### src/rtl/p4hm_pkg.sv
// Package with register address, field layout and mode codes of the pin mode block
package p4hm_pkg;
    localparam logic [7:0] P4HM_REG_ADDR   = 8'hee; // Register offset in page
    localparam logic       P4HM_REG_PAGE   = 1'b1;  // Second register page
    localparam logic [7:0] P4HM_RESET_VAL  = 8'h00; // All pins input
    localparam int         P4HM_FIELD_W    = 2;     // Bits per pin field
    localparam int         P4HM_PINS       = 4;     // Upper four pins
    localparam logic [1:0] P4HM_MODE_IN    = 2'h0;  // Plain input
    localparam logic [1:0] P4HM_MODE_UART  = 2'h1;  // Serial alternative
    localparam logic [1:0] P4HM_MODE_LCD   = 2'h2;  // Segment drive
    localparam logic [1:0] P4HM_MODE_OUT   = 2'h3;  // Plain output
endpackage

### src/rtl/p4hm_pin_cell.sv
// One pin cell: decodes a 2-bit mode field into pin drive and enable
`timescale 1ns/1ps
`default_nettype none
module p4hm_pin_cell
    import p4hm_pkg::*;
(
    input  wire logic       i_clk,     // System clock
    input  wire logic       i_rst,     // Async reset, active high
    input  wire logic [1:0] i_mode,    // Mode field
    input  wire logic       i_gpio,    // Port data latch bit
    input  wire logic       i_uart,    // Serial function signal
    input  wire logic       i_lcd,     // Segment drive signal
    input  wire logic       i_pin,     // Pin level from pad
    output logic            o_pin,     // Pad output level
    output logic            o_pin_oe,  // Pad output enable
    output logic            o_pin_in   // Synchronised pin level
);
    logic pin_d, pin_q, oe_d, oe_q;    // Registered pad drive
    logic sync1_q, sync2_q;            // Input synchroniser

    // Select pad drive from the mode field
    always_comb
    begin
        pin_d = 1'b0;
        oe_d  = 1'b1;
        unique case (i_mode)
            P4HM_MODE_IN:   oe_d  = 1'b0;
            P4HM_MODE_UART: pin_d = i_uart;
            P4HM_MODE_LCD:  pin_d = i_lcd;
            P4HM_MODE_OUT:  pin_d = i_gpio;
        endcase
    end

    // Register drive and synchronise pad input
    always_ff @(posedge i_clk or posedge i_rst)
    begin
        if (i_rst)
        begin
            pin_q   <= 1'b0;
            oe_q    <= 1'b0;
            sync1_q <= 1'b0;
            sync2_q <= 1'b0;
        end
        else
        begin
            pin_q   <= pin_d;
            oe_q    <= oe_d;
            sync1_q <= i_pin;
            sync2_q <= sync1_q;
        end
    end

    assign o_pin    = pin_q;
    assign o_pin_oe = oe_q;
    assign o_pin_in = sync2_q;
endmodule
`default_nettype wire

### src/rtl/p4hm_top.sv
// Upper port pin mode register and pin multiplexer
// Behaviour
// - Register sits at EE, second page.
// - Reached by direct register addressing only.
// - Field 5:4 = 01 drives uart A transmit.
// - Field 5:4 = 10 drives segment line c.
// - Field 3:2 = 01 outputs uart B receive.
// - Field 3:2 = 10 drives segment line b.
`timescale 1ns/1ps
`default_nettype none
module p4hm_top
    import p4hm_pkg::*;
(
    input  wire logic       I_CLK,                   // 100 MHz clock
    input  wire logic       I_RST,                   // Async reset, high
    input  wire logic [7:0] I_REG_ADDR,              // Direct register address
    input  wire logic       I_REG_PAGE,              // Register page select
    input  wire logic       I_REG_WR,                // Write strobe
    input  wire logic       I_REG_RD,                // Read strobe
    input  wire logic [7:0] I_REG_WDATA,             // Write data
    output logic [7:0]      O_REG_RDATA,             // Read data
    output logic            O_REG_HIT,               // Address selects block
    input  wire logic [3:0] I_GPIO_OUT,              // Port data latch 7:4
    input  wire logic       I_UART_A_RECEIVE_DATA,   // Uart A rx echo
    input  wire logic       I_UART_A_TRANSMIT_DATA,  // Uart A tx
    input  wire logic       I_UART_B_RECEIVE_DATA,   // Uart B rx echo
    input  wire logic       I_UART_B_TRANSMIT_DATA,  // Uart B tx
    input  wire logic [3:0] I_LCD_SEG,               // Segment lines d..a
    input  wire logic [3:0] I_PIN,                   // Pad levels 7:4
    output logic [3:0]      O_PIN,                   // Pad drive 7:4
    output logic [3:0]      O_PIN_OE,                // Pad enables 7:4
    output logic [3:0]      O_PIN_IN,                // Synced pad levels
    output logic [7:0]      O_MODE                   // Current mode register
);
    logic [7:0] port4_pin_mode_high_q;  // Mode register
    logic [7:0] port4_pin_mode_high_d;  // Next mode register
    logic [7:0] rdata_d, rdata_q;       // Read data register
    logic       hit;                    // Direct address decode
    logic [3:0] uart_sig;               // Serial signal per pin

    // Only a direct register access to EE on page one selects us
    assign hit = (I_REG_ADDR == P4HM_REG_ADDR)
              && (I_REG_PAGE == P4HM_REG_PAGE);
    assign O_REG_HIT = hit;

    // Next register and read data
    always_comb
    begin
        port4_pin_mode_high_d = port4_pin_mode_high_q;
        rdata_d               = 8'h00;
        if (hit && I_REG_WR)
        begin
            port4_pin_mode_high_d = I_REG_WDATA;
        end
        if (hit && I_REG_RD)
        begin
            rdata_d = port4_pin_mode_high_q;
        end
    end

    // Register state, cleared to all-input on reset
    always_ff @(posedge I_CLK or posedge I_RST)
    begin
        if (I_RST)
        begin
            port4_pin_mode_high_q <= P4HM_RESET_VAL;
            rdata_q               <= 8'h00;
        end
        else
        begin
            port4_pin_mode_high_q <= port4_pin_mode_high_d;
            rdata_q               <= rdata_d;
        end
    end

    assign O_REG_RDATA = rdata_q;
    assign O_MODE      = port4_pin_mode_high_q;

    // Serial function per pin: 7 rx A, 6 tx A, 5 rx B, 4 tx B
    assign uart_sig = {I_UART_A_RECEIVE_DATA,
                       I_UART_A_TRANSMIT_DATA,
                       I_UART_B_RECEIVE_DATA,
                       I_UART_B_TRANSMIT_DATA};

    // One cell per pin; field 2k+1:2k controls pin k+4
    genvar k;
    generate
        for (k = 0; k < P4HM_PINS; k++)
        begin : g_pin
            p4hm_pin_cell u_cell (
                .i_clk    (I_CLK),
                .i_rst    (I_RST),
                .i_mode   (port4_pin_mode_high_q[2*k +: 2]),
                .i_gpio   (I_GPIO_OUT[k]),
                .i_uart   (uart_sig[k]),
                .i_lcd    (I_LCD_SEG[k]),
                .i_pin    (I_PIN[k]),
                .o_pin    (O_PIN[k]),
                .o_pin_oe (O_PIN_OE[k]),
                .o_pin_in (O_PIN_IN[k])
            );
        end
    endgenerate
endmodule
`default_nettype wire

### config.mk
export PLATFORM = sky130hd
export DESIGN_NAME = p4hm_top
export DESIGN_NICKNAME = d
export VERILOG_FILES = /design/src/rtl/p4hm_pkg.sv /design/src/rtl/p4hm_pin_cell.sv /design/src/rtl/p4hm_top.sv
export SDC_FILE = /design/constraint.sdc
export NUM_CORES = 1
export LEC_CHECK = 0
export BUFFER_PORTS_ARGS = -buffer_cell sky130_fd_sc_hd__buf_2
export CAP_MARGIN = 20
export CORE_ASPECT_RATIO = 0.7
export CORE_MARGIN = 3
export CORE_UTILIZATION = 47
export DETAILED_ROUTE_END_ITERATION = 8
export PLACE_DENSITY = 0.83
export SETUP_SLACK_MARGIN = 0.5
export SKIP_CTS_REPAIR_TIMING = 1
export SYNTH_ARGS = -nofsm -noshare
export SYNTH_HDL_FRONTEND = slang
export SYNTH_SLANG_ARGS = --single-unit
### constraint.sdc
create_clock -name I_CLK -period 1.6 [get_ports I_CLK]
set_input_delay 0 -clock I_CLK [delete_from_list [all_inputs] [get_ports I_CLK]]
set_output_delay 0 -clock I_CLK [all_outputs]
set_load 0.005 [all_outputs]
==> results.yml, run 1 <==
outcome:
  outcome: "finished clean"
die:
  core_mm2: 0.002312
  pin_count: 66
  rows: 14
  initial_utilization_pct: 53.14
  fp.dieArea_mm2: 0.003274
  die_w_um: 67.11
  die_y_um: 48.78
clock_tree:
  cts_buffers: 5
  cts_buffer_depth: 2
  clock-sinks: 32
  cts_tree: "built"
  clk_latency_ps: 260
  clockRootBuffer: "clkbuf_8"
  clk_transition_reported_paths_ps: 60
  htreeDepth: 2
route:
  postRouteAntennaNets: 0
  wire_per_inst_um: 12.26
  routed_wl_um: 2440
  vias: 885
  first_pass_iters: 4
  viasPerCell: 4.447
  drt_iter0_drc: 44
  drc: 0
power_and_ir_drop:
  seqPwrFrac_pct: 53.6
  swShare_pct: 19.42
  ir_drop_v: 0.0007287
  clockPowerShare_pct: 37.6
  leakage_uw: 0.0009908
  p_int_uw: 1269
  p_per_area_mw_per_mm2: 894.5
  power.switching_uw: 305.8
  pwr-share-comb_pct: 8.8
cells_and_area:
  finalInstanceArea_mm2: 0.001760
  nNetsFinal: 203
  area_delta_synth_final_pct: 43.28
  fin_cells: 199
  layout-drive-gt1-share_pct: 55.69
  post-route-util_pct: 76.14
  n_antenna_cell: 0
synthesis:
  yosysWarningCount: 0
  ys_seq_elements: 32
  syn_inst: 89
  ys_seq_area_share_pct: 65.17
  synth_area_mm2: 0.001229
  synth_fp_nets: 126
  netlist-cell-type-count: 14
  syn_area_per_cell_um2: 13.81
critical_path:
  r2r_slack_ps: 580
  critPathKind: "input port to register"
  regToRegEndpoint: "g_pin[3].u_cell.o_pin"
  r2r-start: "O_MODE[6]"
  worstSetupStartpointType: "input port"
  end_kind: "register"
  reg2reg_depth: 3
  critPathMaxFanout: 8
  required_ps: 1750
  cp.arrival_ps: 1180
hold_path:
  hold-path-endpoint: "g_pin[1].u_cell.o_pin"
  hp-start: "I_LCD_SEG[1]"
  hold_path_class: "input port to register"
  hold-path-cell-count: 3
sta:
  skew_ps: 1.887
  setup_viol_count_final: 0
  fmax_mhz: 966.3
  finalMaxSlewViolations: 0
  finalHoldViolations: 0
  fin_ws_ps: 565.1
  relSlewSlack_pct: 62.14
  finalWorstPathRequiredPeriod_ps: 1035
  setup_tns_ps: 0
  period_share_pct: 64.68
  worst_slew_pin_slew_ps: 563.7
  rsz0062_at_grt: "false"
grt:
  antenna_found_initial: 0
  grt_pass1_wl_um: 3657
  grt_max_degree: 33
  grt_pass1_vias: 851
  overflow: 0
  grt_usage_pct: 15.24
place:
  numPortBuffers: 65
  dp.cells: 176
  place_ws_ps: 271.8
  place_area_mm2: 0.001519
  hpwl_um: 1748
  gp_congestion: 0.6575
job:
  drv_cap: 0
-- sequential cells by signal, indices dropped and copies added (netlist names) --
name and count:
g_pin.u_cell.o_pin 4, O_REG_RDATA 8, g_pin.u_cell.sync1_q 4, g_pin.u_cell.o_pin_in 4, g_pin.u_cell.o_pin_oe 4, O_MODE 8
-- power by group through the flow --
stage	clock [uW]	combinational, uW	sequential (uW)
final	592	138	845
after global routing	672	155	846
after CTS	617	112	845
after detailed placement	0	111	859
after global placement	0	106	858
after floorplan	0	58.8	857
-- cell usage in the layout (no fill, tap or decap) --
cell type	instances
clkbuf_8	6
or2_2	4
nor4_4	1
mux2_2	12
dlygate4sd3_1	15
nor3_1	1
and2_1	8
clkbuf_1	2
nand2_1	8
nand2b_4	1
o21ai_0	4
inv_1	3
nand3b_1	1
buf_4	2
dfrtp_2	1
nor4_1	1
dfrtp_1	31
nand4_2	1
buf_2	65
-- synthesized netlist by cell type, drive strengths merged --
master  count  area share, %
dfrtp      32             65
nand2b      1            1.1
inv         3           0.92
nor4        2            2.2
and2        8            4.1
or2         4            2.0
nand4       1            1.0
buf        12            7.3
o21ai       4            1.6
nor3        1           0.41
nand3b      1           0.61
nand2       8            2.4
mux2       12             11
-- per-stage QoR --
| step | hold slack (ps) | power [uW] |
|---|---|---|
| after floorplan | 31.43 | 916.2 |
| after global placement | 84.90 | 964.2 |
| after detailed placement | 104.3 | 970.2 |
| after CTS | -182.3 | 1574 |
| after global routing | 0.5994 | 1673 |
| final | 5.050 | 1575 |
-- area by class of cell --
type | instances | area (um2)
Sequential cell | 32 | 802.0
Fill cell | 165 | 551.8
Timing Repair Buffer | 82 | 490.5
Multi-Input combinational cell | 42 | 326.6
Clock buffer | 8 | 90.09
Tap cell | 32 | 40.04
Inverter | 3 | 11.26
-- cells by family after synthesis --
group                  Yosys count  share of synthesized area (%)
AOI/OAI and AO/OA                4                          1.629
muxes                           12                          11.00
DFF                             32                          65.17
buffers and inverters           15                          8.249
and+or+nand+nor                 26                          13.95
-- worst max-delay path: stages --
cell      delay, ps
buf_2            90
nand2b_4        140
nor4_4          540
mux2_2          400
-- routing by layer --
layer | routed length (um) | track usage, % | share of wire (%) | vias to the layer above
li1 | - | - | - | 433
met1 | 849 | 14.85 | 35 | 415
met2 | 1395 | 28.38 | 57 | 37
met3 | 195 | 5.530 | 8.0 | 0
met4 | 0 | 6.061 | 0 | 0
met5 | 0 | 0 | 0 | -
-- worst max path at each step --
stage                        from                     to  depth (start not counted)  slack (ps)
floorplan           I_REG_ADDR[4]              O_MODE[0]                          3         520
global placement    I_REG_ADDR[4]              O_MODE[1]                          4         320
detailed placement  I_REG_ADDR[4]              O_MODE[1]                          4         270
CTS                     O_MODE[1]  g_pin[0].u_cell.o_pin                          3         550
global route            O_MODE[6]  g_pin[3].u_cell.o_pin                          3         510
finish              I_REG_ADDR[4]              O_MODE[1]                          4         570
Power figures use the tool's default switching activity.
==> run 2: changes to the inputs <==
--- a/config.mk
+++ b/config.mk
@@ -9,9 +9,9 @@
 export CAP_MARGIN = 20
 export CORE_ASPECT_RATIO = 0.7
 export CORE_MARGIN = 3
-export CORE_UTILIZATION = 47
+export CORE_UTILIZATION = 39
 export DETAILED_ROUTE_END_ITERATION = 8
-export PLACE_DENSITY = 0.83
+export PLACE_DENSITY = 0.74
 export SETUP_SLACK_MARGIN = 0.5
 export SKIP_CTS_REPAIR_TIMING = 1
 export SYNTH_ARGS = -nofsm -noshare
==> constraint.sdc (replaced) <==
create_clock -name I_CLK -period 0.9 [get_ports I_CLK]
set_input_delay 0 -clock I_CLK [delete_from_list [all_inputs] [get_ports I_CLK]]
set_output_delay 0 -clock I_CLK [all_outputs]
set_load 0.005 [all_outputs]
==> run 2 against run 1 <==
Compared with the run above: the flow now finishes with violations (hold timing, setup timing); final area rose by 7.7%; register-to-register slack lost 640 ps; clock skew is essentially flat; non-clock buffer count fell by 2; sequential cell count unchanged; sequential power increased by 78%; combinational power grew 97%; critical endpoint is now g_pin[2].u_cell.o_pin; largest cell class unchanged.
==> results.yml, run 2 (synthesized netlist as in run 1, its figures left out) <==
critical_path:
  cp.arrival_ps: 1130
  required_ps: 1060
  worstSetupStartpointType: "register"
  r2r-start: "O_MODE[5]"
  regToRegEndpoint: "g_pin[2].u_cell.o_pin"
  critPathMaxFanout: 4
  slowest_delay_ps: 440
  crit_chain: "mux2_4, nand2_1, o21ai_1"
  end_kind: "register"
  cp_slowest_cell: "dfrtp_2"
  r2r_slack_ps: -60
  critPathKind: "register to register"
  reg2reg_depth: 3
sta:
  skew_ps: 1.711
  setup_tns_ps: -435.3
  relSlewSlack_pct: 84.19
  worst_slew_pin_slew_ps: 235.4
  finalWorstPathRequiredPeriod_ps: 964.1
  fin_ws_ps: -64.11
  hold_ws_ps: -253.8
  setup_viol_count_final: 12
  fmax_mhz: 1037
  period_share_pct: 107.1
  finalMaxSlewViolations: 0
  rsz0062_at_grt: "true"
  finalHoldViolations: 48
die:
  die_y_um: 52.96
  fp.dieArea_mm2: 0.003871
  initial_utilization_pct: 42.33
  core_mm2: 0.002903
  pin_count: 66
  rows: 16
  die_w_um: 73.09
route:
  vias: 901
  drc: 0
  postRouteAntennaNets: 0
  wire_per_inst_um: 12.92
  routed_wl_um: 2596
  first_pass_iters: 2
  viasPerCell: 4.483
  drt_iter0_drc: 21
cells_and_area:
  n_antenna_cell: 0
  layout_common_cells: "58 x buf_2, 28 x dfrtp_1, 14 x buf_6"
  layout-drive-gt1-share_pct: 72.73
  area_delta_synth_final_pct: 54.28
  mostFrequentLayoutCell: "buf_2"
  finalInstanceArea_mm2: 0.001896
  nNetsFinal: 201
clock_tree:
  clk_transition_reported_paths_ps: 70
  cts_buffer_depth: 2
  clockRootBuffer: "clkbuf_8"
  htreeDepth: 2
  clk_latency_ps: 270
  cts_buffers: 5
  clock-sinks: 32
  cts_tree: "built"
place:
  gp_congestion: 0.6527
  hpwl_um: 1956
  numPortBuffers: 65
  place_area_mm2: 0.001648
grt:
  antenna_found_initial: 0
  overflow: 0
  grt_usage_pct: 14.29
  grt_max_degree: 33
  grt_pass1_wl_um: 3981
  grt_pass1_vias: 906
power_and_ir_drop:
  p_total_uw: 3108
  ir_drop_v: 0.0009557
  leakage_uw: 0.001035
  p_per_area_mw_per_mm2: 1640
outcome:
  failed_checks: "hold timing, setup timing"
  outcome: "finished, violations left"
hold_path:
  hold_path_class: "input port to async pin"
job:
  drv_cap: 0
==> run 2: worst max path at each step <==
stage	endpoint	slack (ps)	from
2_1_floorplan	O_MODE[0]	-180	I_REG_ADDR[4]
3_3_place_gp	O_MODE[4]	-240	I_REG_ADDR[4]
3_5_place_dp	O_MODE[4]	-320	I_REG_ADDR[0]
4_1_cts	O_MODE[6]	-90	O_MODE[6]
5_1_grt	g_pin[0].u_cell.o_pin	-100	O_MODE[1]
6_report	g_pin[2].u_cell.o_pin	-60	O_MODE[5]
==> run 2: metrics by stage <==
stage / worst slack (ps) / hold slack, ps / std cells / utilization, %
finish: -64.11 / -253.8 / 201 / 65.30
global route: -101.1 / -252.3 / 201 / 65.30
CTS: -88.28 / -254.4 / 199 / 60.60
detailed placement: -315.9 / 45.36 / 191 / 56.77
global placement: -237.1 / 37.49 / 191 / 56.77
floorplan: -184.2 / -71.63 / 89 / -
==> run 2: worst max-delay path, delay by kind of cell (launching register included) <==
family / cells / cell delay, ps
compound gates: 1 / 50
flops: 1 / 440
mux: 1 / 300
simple gates: 1 / 60
==> run 2: report_power, final <==
group / switching (uW) / internal [uW]
logic: 103 / 170
clock network: 514 / 818
registers: 22.7 / 1480
total: 640 / 2470
==> run 2: routing by layer <==
layer | track usage [%] | routed length, um | up-vias | part of all wire (%)
met5 | 0 | 0 | - | 0
met4 | 5.521 | 19 | 0 | 0.73
met3 | 6.262 | 256 | 4 | 9.9
met2 | 25.52 | 1389 | 44 | 54
met1 | 14.78 | 931 | 425 | 36
li1 | - | - | 428 | -
==> run 2: area by class of cell <==
type	count	area, um2
Inverter	3	15.01
Clock buffer	5	68.82
Clock inverter	3	42.54
Timing Repair Buffer	80	520.5
Multi-Input combinational cell	42	397.9
Sequential cell	32	805.8
Tap cell	36	45.04
Fill cell	234	1007
